--- config.mk ---
export PLATFORM = sky130hd
export DESIGN_NAME = pic_ctrl_flat
export DESIGN_NICKNAME = d
export VERILOG_FILES = /design/src/pic_pkg.sv /design/src/pic_core_if.sv /design/src/pic_ctrl.sv /design/src/flat_wrapper.sv
export SDC_FILE = /design/constraint.sdc
export NUM_CORES = 1
export LEC_CHECK = 0
export ABC_AREA = 1
export BUFFER_PORTS_ARGS = -buffer_cell sky130_fd_sc_hd__buf_2
export CORE_ASPECT_RATIO = 1.1
export CORE_MARGIN = 4
export CORE_UTILIZATION = 40
export CTS_CLUSTER_DIAMETER = 30
export CTS_CLUSTER_SIZE = 40
export DETAILED_ROUTE_END_ITERATION = 10
export MAX_ROUTING_LAYER = met4
export PLACE_DENSITY = 0.81
export SYNTH_ARGS = -nofsm -noshare
export SYNTH_HDL_FRONTEND = slang
export SYNTH_SLANG_ARGS = --single-unit
--- constraint.sdc ---
create_clock -name core_clk -period 2 [get_ports core_clk]
set_input_delay 0.3 -clock core_clk [delete_from_list [all_inputs] [get_ports core_clk]]
set_output_delay 0.3 -clock core_clk [all_outputs]
set_load 0.01 [all_outputs]
--- src/pic_pkg.sv ---
// package for the priority interrupt controller: sizes, levels, reset values
// assumes one system clock domain shared by controller and core
package pic_pkg;
  localparam int NUM_SRC = 8;
  localparam int IDX_W   = 3;

  // two-bit level code per source; 0 means disabled except for sources in FORCE_TOP_MASK
  typedef logic [1:0] pic_level_t;
  localparam pic_level_t LVL_OFF = 2'h0;
  localparam pic_level_t LVL_1   = 2'h1;
  localparam pic_level_t LVL_2   = 2'h2;
  localparam pic_level_t LVL_3   = 2'h3;

  // sources forced to the top level whatever software programs
  localparam logic [7:0] FORCE_TOP_MASK = 8'h0f;

  localparam logic [7:0] PEND_RST = 8'h00;
  localparam logic       GIE_RST  = 1'b0;
  localparam logic [7:0] IRQ_RST  = 8'h00;
endpackage

--- src/pic_core_if.sv ---
// interface joining the interrupt controller and the processor core end
// assumes both ends run on core_clk; the testbench instantiates it
`timescale 1ns/100ps
interface pic_core_if;
  logic                       svcReq;
  logic [pic_pkg::IDX_W-1:0]  svcIdx;
  logic                       svcAck;
  logic [pic_pkg::IDX_W-1:0]  ackIdx;
  logic                       gieSet;
  logic                       gieClr;
  logic                       disInstr;
  logic                       trapInstr;
  logic                       pendWrEn;
  logic [pic_pkg::NUM_SRC-1:0] pendWrData;
  logic                       gieState;
  logic [pic_pkg::NUM_SRC-1:0] pendState;

  modport ctrl (
    output svcReq, svcIdx, gieState, pendState,
    input  svcAck, ackIdx, gieSet, gieClr, disInstr, trapInstr, pendWrEn, pendWrData
  );
  modport core (
    input  svcReq, svcIdx, gieState, pendState,
    output svcAck, ackIdx, gieSet, gieClr, disInstr, trapInstr, pendWrEn, pendWrData
  );
endinterface

--- src/pic_ctrl.sv ---
// priority interrupt controller: pending latch, three-level ranking, global enable
// assumes request pulses come from logic on core_clk, one cycle wide
// assumes trap strobes come from the same clock domain, so none is synchronised
// limitation: one request is offered at a time; levels do not nest
//
// Contract
// - writing one sets global enable
// - disable instruction clears global enable
// - acknowledge clears global enable
// - writing zero clears global enable
// - reset or trap leaves interrupts disabled
// - illegal/oscillator fault traps clear global enable
// - three levels, higher level always wins
// - fixed source order within a level
// - reset, watchdog, fault traps forced top
// - sources pulse for exactly one cycle
// - acknowledge clears matching pending bit
// - software zero write clears pending bit
// - avoid read-modify-write clears, requests lost
`timescale 1ns/100ps
module pic_ctrl (
  input  wire logic                        core_clk,
  input  wire logic                        rst,
  input  wire logic [pic_pkg::NUM_SRC-1:0] srcPulse,
  input  wire logic [pic_pkg::NUM_SRC-1:0] srcEnable,
  input  wire logic [2*pic_pkg::NUM_SRC-1:0] srcLevel,
  input  wire logic                        illegalTrap,
  input  wire logic                        primOscTrap,
  input  wire logic                        wdtOscTrap,
  pic_core_if.ctrl                         cif
);

  ////////////////////////////////////////////////////////////////////////
  // pending requests
  logic [pic_pkg::NUM_SRC-1:0] pend_reg;
  logic [pic_pkg::NUM_SRC-1:0] pend_next;

  // global enable
  logic                        gie_reg;
  logic                        gie_next;
  logic                        gieKill;

  // service request towards the core
  logic                        req_reg;
  logic                        req_next;
  logic [pic_pkg::IDX_W-1:0]   idx_reg;
  logic [pic_pkg::IDX_W-1:0]   idx_next;

  // candidates per level, after forcing and enables
  logic [pic_pkg::NUM_SRC-1:0] lvl3Mask;
  logic [pic_pkg::NUM_SRC-1:0] lvl2Mask;
  logic [pic_pkg::NUM_SRC-1:0] lvl1Mask;
  logic                        candAny;

  ////////////////////////////////////////////////////////////////////////
  // effective level of one source, top level forced for fault sources
  function automatic pic_pkg::pic_level_t effLevel(
      input int                            i,
      input logic [2*pic_pkg::NUM_SRC-1:0] lv);
    // forced sources win even with level code 0 programmed
    if (pic_pkg::FORCE_TOP_MASK[i]) begin
      effLevel = pic_pkg::LVL_3;
    end else begin
      effLevel = lv[2*i +: 2];
    end
  endfunction

  // pending, enabled sources whose effective level equals want
  function automatic logic [pic_pkg::NUM_SRC-1:0] levelMask(
      input pic_pkg::pic_level_t           want,
      input logic [pic_pkg::NUM_SRC-1:0]   pend,
      input logic [pic_pkg::NUM_SRC-1:0]   en,
      input logic [2*pic_pkg::NUM_SRC-1:0] lv);
    levelMask = '0;
    for (int i = 0; i < pic_pkg::NUM_SRC; i++) begin
      if (pend[i] && en[i] && effLevel(i, lv) == want) begin
        levelMask[i] = 1'b1;
      end
    end
  endfunction

  // fixed order inside a level: the lowest index wins
  function automatic logic [pic_pkg::IDX_W-1:0] lowestIdx(
      input logic [pic_pkg::NUM_SRC-1:0] m);
    lowestIdx = '0;
    // scan downwards so the last hit is the lowest index
    for (int i = pic_pkg::NUM_SRC - 1; i >= 0; i--) begin
      if (m[i]) begin
        lowestIdx = i[pic_pkg::IDX_W-1:0];
      end
    end
  endfunction

  // one-hot mask of a source index
  function automatic logic [pic_pkg::NUM_SRC-1:0] idxMask(
      input logic [pic_pkg::IDX_W-1:0] idx);
    idxMask      = '0;
    idxMask[idx] = 1'b1;
  endfunction

  ////////////////////////////////////////////////////////////////////////
  // pending latch
  always_comb begin
    logic [pic_pkg::NUM_SRC-1:0] ackMask;
    logic [pic_pkg::NUM_SRC-1:0] wrClr;
    ackMask = '0;
    wrClr   = '0;
    if (cif.svcAck) begin
      ackMask = idxMask(cif.ackIdx);
    end
    // only zero bits clear, so a whole-mask write keeps the rest
    if (cif.pendWrEn) begin
      wrClr = ~cif.pendWrData;
    end
    // a pulse in the clearing cycle survives: set wins
    pend_next = (pend_reg & ~ackMask & ~wrClr) | srcPulse;
  end

  // latches even while disabled, so nothing is missed
  always_ff @(posedge core_clk) begin
    if (rst) begin
      pend_reg <= pic_pkg::PEND_RST;
    end else begin
      pend_reg <= pend_next;
    end
  end

  ////////////////////////////////////////////////////////////////////////
  // global enable: every disabling source beats a same-cycle enable
  always_comb begin
    gieKill = 1'b0;
    if (cif.gieClr) begin
      gieKill = 1'b1;
    end
    if (cif.disInstr) begin
      gieKill = 1'b1;
    end
    if (cif.svcAck) begin
      gieKill = 1'b1;
    end
    if (cif.trapInstr) begin
      gieKill = 1'b1;
    end
    if (illegalTrap || primOscTrap || wdtOscTrap) begin
      gieKill = 1'b1;
    end
    // enable only when no disabling source fires
    gie_next = gie_reg;
    if (gieKill) begin
      gie_next = 1'b0;
    end else if (cif.gieSet) begin
      gie_next = 1'b1;
    end
  end

  // reset leaves interrupts off until software enables them
  always_ff @(posedge core_clk) begin
    if (rst) begin
      gie_reg <= pic_pkg::GIE_RST;
    end else begin
      gie_reg <= gie_next;
    end
  end

  ////////////////////////////////////////////////////////////////////////
  // ranking: candidates split by effective level
  always_comb begin
    // level code 0 matches no level, so an unforced source with it never wins
    lvl3Mask = levelMask(pic_pkg::LVL_3, pend_reg, srcEnable, srcLevel);
    lvl2Mask = levelMask(pic_pkg::LVL_2, pend_reg, srcEnable, srcLevel);
    lvl1Mask = levelMask(pic_pkg::LVL_1, pend_reg, srcEnable, srcLevel);
    candAny  = |{lvl3Mask, lvl2Mask, lvl1Mask};
  end

  // higher level always wins; index holds while nothing is pending
  always_comb begin
    idx_next = idx_reg;
    if (|lvl3Mask) begin
      idx_next = lowestIdx(lvl3Mask);
    end else if (|lvl2Mask) begin
      idx_next = lowestIdx(lvl2Mask);
    end else if (|lvl1Mask) begin
      idx_next = lowestIdx(lvl1Mask);
    end
    // request drops the cycle after acknowledge to avoid a double take
    req_next = gie_reg && !cif.svcAck && candAny;
  end

  // reset index is harmless while the request is low
  always_ff @(posedge core_clk) begin
    if (rst) begin
      req_reg <= 1'b0;
      idx_reg <= '0;
    end else begin
      req_reg <= req_next;
      idx_reg <= idx_next;
    end
  end

  ////////////////////////////////////////////////////////////////////////
  // outputs straight from flops, no logic after the registers
  assign cif.svcReq    = req_reg;
  assign cif.svcIdx    = idx_reg;
  assign cif.gieState  = gie_reg;
  assign cif.pendState = pend_reg;

endmodule

--- src/flat_wrapper.sv ---
// flat-port wrapper written by rule: the top's interface ports become plain ports
module pic_ctrl_flat 
  (core_clk, rst, srcPulse, srcEnable, srcLevel, illegalTrap, primOscTrap, wdtOscTrap, cif_svcReq, cif_svcIdx, cif_gieState, cif_pendState, cif_svcAck, cif_ackIdx, cif_gieSet, cif_gieClr, cif_disInstr, cif_trapInstr, cif_pendWrEn, cif_pendWrData);
  pic_core_if cif_i ();
  input  wire logic core_clk;
  input  wire logic rst;
  input  wire logic [pic_pkg::NUM_SRC-1:0] srcPulse;
  input  wire logic [pic_pkg::NUM_SRC-1:0] srcEnable;
  input  wire logic [2*pic_pkg::NUM_SRC-1:0] srcLevel;
  input  wire logic illegalTrap;
  input  wire logic primOscTrap;
  input  wire logic wdtOscTrap;
  output wire logic [$bits(cif_i.svcReq)-1:0] cif_svcReq;
  output wire logic [$bits(cif_i.svcIdx)-1:0] cif_svcIdx;
  output wire logic [$bits(cif_i.gieState)-1:0] cif_gieState;
  output wire logic [$bits(cif_i.pendState)-1:0] cif_pendState;
  input wire logic [$bits(cif_i.svcAck)-1:0] cif_svcAck;
  input wire logic [$bits(cif_i.ackIdx)-1:0] cif_ackIdx;
  input wire logic [$bits(cif_i.gieSet)-1:0] cif_gieSet;
  input wire logic [$bits(cif_i.gieClr)-1:0] cif_gieClr;
  input wire logic [$bits(cif_i.disInstr)-1:0] cif_disInstr;
  input wire logic [$bits(cif_i.trapInstr)-1:0] cif_trapInstr;
  input wire logic [$bits(cif_i.pendWrEn)-1:0] cif_pendWrEn;
  input wire logic [$bits(cif_i.pendWrData)-1:0] cif_pendWrData;
  assign cif_svcReq = cif_i.svcReq;
  assign cif_svcIdx = cif_i.svcIdx;
  assign cif_gieState = cif_i.gieState;
  assign cif_pendState = cif_i.pendState;
  assign cif_i.svcAck = cif_svcAck;
  assign cif_i.ackIdx = cif_ackIdx;
  assign cif_i.gieSet = cif_gieSet;
  assign cif_i.gieClr = cif_gieClr;
  assign cif_i.disInstr = cif_disInstr;
  assign cif_i.trapInstr = cif_trapInstr;
  assign cif_i.pendWrEn = cif_pendWrEn;
  assign cif_i.pendWrData = cif_pendWrData;
  pic_ctrl u_core (.core_clk(core_clk), .rst(rst), .srcPulse(srcPulse), .srcEnable(srcEnable), .srcLevel(srcLevel), .illegalTrap(illegalTrap), .primOscTrap(primOscTrap), .wdtOscTrap(wdtOscTrap), .cif(cif_i));
endmodule
# Word-level counts from Yosys, hierarchy flattened
# Index checks and enable logic that the tools add are counted.
# totals
register_bits,13
input_bits,54
out_inout_bits,13
word_cells,100
# classes
order_cmp,2
eq_ne,12
n_mux,44
bitwise_logic,6
n_reduce_logical,32
# ops
op,n
2-to-1 mux 3 bit,19
inverter 8 bit,3
logical AND 1 bit,23
2-to-1 mux 1 bit,22
bitwise AND 8 bit,2
== test 2 bit (second input constant),8
2-to-1 mux 8 bit,2
OR reduction 16 bit,1
== test 2 x 1 -> 1 bit (second input constant),4
bitwise OR 8 bit,1
OR reduction 4 bit,2
OR reduction 8 bit,1
less-than comparator 3 x 4 -> 1 bit (second input constant),1
demux 1 bit (select 3 bit),1
greater-or-equal comparator 3 x 1 -> 1 bit (second input constant),1
nonzero test 3 bit,1
logical OR 1 bit,2
OR reduction 2 bit,1
logical NOT 1 bit,1

# Depth between registers and ports, before layout
# logic_depth
ltp_word,12
mapped_depth,11
mapped_depth_nobuf,11

# Worst setup path before layout
# OpenSTA, ideal clock, no wires.
# synth_path
path_type,register to register
from,"register u_core.pend_reg, in the netlist u_core.cif.pendState[6]"
to,"register u_core.idx_reg, in the netlist u_core.cif.svcIdx[0]"
setup_ns,0.115
arrival_time_ns,1.031
required_ns,1.885
path_slack_ns,0.855
stages_incl_launch_ff,10
n_path_buf,0
synth_period_minus_slack_ns,1.145
cell_sequence,dfxtp_1 -> nand2_1 -> inv_2 -> nand2_2 -> o21ai_1 -> nor2_1 -> nand4_2 -> nand2_1 -> nor2_1 -> nor2_1
# synth_via
elab_chain_cells,11
word_cells_on_any_way,27
classes_between,mux (19); reduce/logical (8)
# synth_lines
element,line,text
start: declaration,pic_ctrl.sv:35,logic [pic_pkg::NUM_SRC-1:0] pend_reg;
start signal: assignment,pic_ctrl.sv:122,pend_reg <= pic_pkg::PEND_RST;
start signal: assignment,pic_ctrl.sv:124,pend_reg <= pend_next;
logical AND 1 bit *,pic_ctrl.sv:76,"if (pend[i] && en[i] && effLevel(i, lv) == want) begin"
logical AND 1 bit,pic_ctrl.sv:76,
2-to-1 mux 1 bit,pic_ctrl.sv:76,
2-to-1 mux 3 bit (7 in series),pic_ctrl.sv:88,if (m[i]) begin
2-to-1 mux 3 bit,pic_ctrl.sv:178,if (|lvl3Mask) begin
end signal: assignment,pic_ctrl.sv:196,idx_reg <= idx_next;
end: declaration,pic_ctrl.sv:46,logic [pic_pkg::IDX_W-1:0] idx_reg;
# Mark *: on every way between the ends. The rest lies on a longest branch, timed or not. The select of a mux whose other input is x is not followed.
# A chain may end at the register's enable or synchronous reset.

# Worst setup path after layout
# Same ends and word-level chain as after synthesis.

==> impl_metrics.py <==
metrics = {
    "yosys": {
        "avgSynthCellArea_um2": 6.14,
        "netlist-cell-type-count": 21,
        "synthCells": 142,
        "seq_area_frac_synth": 0.298,
        "syn-cell-area_um2": 872,
        "syn-num-nets": 196,
        "synth_seq_cells": 13,
        "yosys_warnings": 0,
    },
    "die": {
        "die_y_um": 57.0,
        "die_w_um": 52.5,
        "rows": 17,
        "pin_count": 67,
        "start_util": 0.427,
        "die_area_um2": 2990,
        "core_um2": 2040,
    },
    "sta": {
        "worst_pin_slew_ps": 289,
        "period_needed_ps": 1250,
        "report.final.slew_viol_count": 0,
        "final.period_utilization": 0.624,
        "setup_viol": 0,
        "grt_setup_unrepaired": "no",
        "max_clock_freq_mhz": 802,
        "layout_setup_ws_ps": 752,
        "setup_tns_ps": 0,
        "finClkSkew_ps": 1.99,
        "maxSlewHeadroom": 0.806,
        "hold_viol_final": 0,
        "whs_ps": 235,
    },
    "grt": {
        "grt_max_degree": 10,
        "grt_pass1_vias": 1068,
        "grt_pass1_wl_um": 4130,
        "grt_use_total": 0.180,
        "gr-total-overflow": 0,
        "antenna_found_initial": 0,
    },
    "clocking": {
        "post_cts_buffers": 0,
        "cts.htree.levels": 1,
        "tritoncts": "yes",
        "clk_pin_slew_worst_paths_ps": 80,
        "clkLatencyLatePin_ps": 270,
        "cts_hold_buf": 0,
        "cts_buffers": 3,
        "post_cts_resize_count": 0,
        "root_buffer": "clkbuf_4",
        "clock_path_buffers": 2,
        "cts_sinks": 13,
    },
    "final_layout": {
        "drive_gt1_frac": 0.363,
        "areaGrowthSynthToFinish_pct": 40.3,
        "utilization": 0.599,
        "num_antenna_cells": 0,
        "final_cell_mix": "58 x buf_2, 33 x nand2_1, 21 x inv_1, 16 x nor2_1, 13 x dfxtp_1",
        "layout_commonest_cell": "buf_2",
        "nets": 259,
    },
    "power": {
        "ir_worst_vdd_mv": 0.450,
        "power_switching_uw": 194,
        "pwr-share-clk": 0.251,
        "pwr-share-comb": 0.292,
        "p_seq_frac": 0.457,
        "swShare": 0.306,
        "internal-power_uw": 440,
        "leakagePower_uw": 0.000725,
        "power_density_nw_per_um2": 519,
    },
    "hold_path": {
        "hold_path_startpoint": "srcPulse[3]",
        "worstHoldPathType": "in2reg",
    },
    "detailed_routing": {
        "totalWireLength_um": 2410,
        "antenna_left": 0,
        "viasPerCell": 4.68,
        "drtIter0Drc": 11,
        "wire_per_inst_um": 10.4,
        "drc_errors": 0,
        "dr.pass1.iters": 4,
        "num_vias": 1085,
    },
    "worst_setup_path": {
        "cp_max_fo": 4,
        "crit_type": "reg2reg",
        "cp.arrival_ps": 1410,
        "r2r_start": "u_core.cif.pendState[6]",
        "required_ps": 2170,
        "cp-start-kind": "flop",
        "startpoint": "u_core.cif.pendState[6]",
        "cp-end-kind": "flop",
    },
    "place": {
        "io_buffers": 58,
        "globalplace.congestion": 0.803,
        "dp_slack_ps": 698,
        "hpwl_um": 2130,
    },
    "flow_run": {
        "cap_violations": 0,
    },
    "run_status": {
        "status": "complete, no violations",
    },
}
[worst max-delay path: stages (launching register included)]
cell,delay [ps]
dfxtp_1,370
nand2_1,80
inv_2,70
nand2_2,50
o21ai_1,140
nor2_1,110
nand4_2,100
nand2_1,60
nor2_1,110
nor2_1,50
[metal layers]
layer  up-vias  global-route usage  share of wire  wire length, um
li1        585                   -              -                -
met1       443               0.221           0.44             1070
met2        53               0.298           0.46             1100
met3         4              0.0209          0.088              212
met4         0              0.0657          0.013               32
met5         -                   -              0                0
[final timing paths]
check,cells after the start,slack [ps],to
max,9,750,u_core.cif.svcIdx[0]
min,2,240,u_core.cif.pendState[3]
max reg2reg,9,750,u_core.cif.svcIdx[0]
min reg2reg,2,490,u_core.cif.svcReq
[metrics by stage]
step,total power [uW],std cells,instance area (um^2)
after floorplan,396,142,872
after global placement,477,228,1200
after detailed placement,482,228,1200
after CTS,645,232,1220
after global routing,681,232,1220
final,635,232,1220
[power by group through the flow]
| stage | logic [uW] | clock network, uW | registers [uW] |
|---|---|---|---|
| 3_3_place_gp | 181 | 0 | 296 |
| 2_1_floorplan | 92.3 | 0 | 304 |
| 3_5_place_dp | 186 | 0 | 296 |
| 5_1_grt | 214 | 174 | 293 |
| 6_report | 185 | 160 | 290 |
| 4_1_cts | 187 | 168 | 290 |
[state kept, by name, indices dropped and copies added (netlist names)]
signal                flops
u_core.cif.pendState      8
u_core.cif.svcIdx         3
u_core.cif.gieState       1
u_core.cif.svcReq         1
[cell type report]
class                   instances  area (um^2)
clock buffers                   4         26.3
fillers                       201          818
inverters                      24         90.1
multi-input cells             105          522
flip-flops and latches         13          260
well taps                      28         35.0
repair buffers                 58          290
[Yosys cell counts]
cell / instances / area share
o211ai_1: 2 / 0.017
inv_1: 21 / 0.090
nor4_1: 1 / 0.0072
a21boi_1: 1 / 0.0086
o2111a_1: 1 / 0.013
nand3_1: 12 / 0.069
nand4_1: 2 / 0.014
dfxtp_1: 13 / 0.30
clkinv_1: 1 / 0.0043
o21a_1: 6 / 0.052
nand2_1: 33 / 0.14
nand4_2: 1 / 0.014
nor3_1: 3 / 0.017
nor2_4: 1 / 0.013
nor2_1: 16 / 0.069
inv_2: 2 / 0.0086
a21oi_1: 9 / 0.052
nor2_2: 2 / 0.014
o21ai_0: 6 / 0.034
o21ai_1: 2 / 0.011
nand2_2: 7 / 0.050
[logic make-up (layout without fill, tap and decap cells)]
| family | after synthesis | after routing | synth area share |
|---|---|---|---|
| AO/OA/AOI/OAI | 27 | 27 | 0.188 |
| buffers and inverters | 24 | 86 | 0.103 |
| flip-flops | 13 | 13 | 0.298 |
| AND/OR/NAND/NOR | 78 | 78 | 0.410 |
Note: power is estimated with default switching activity, not from simulation.
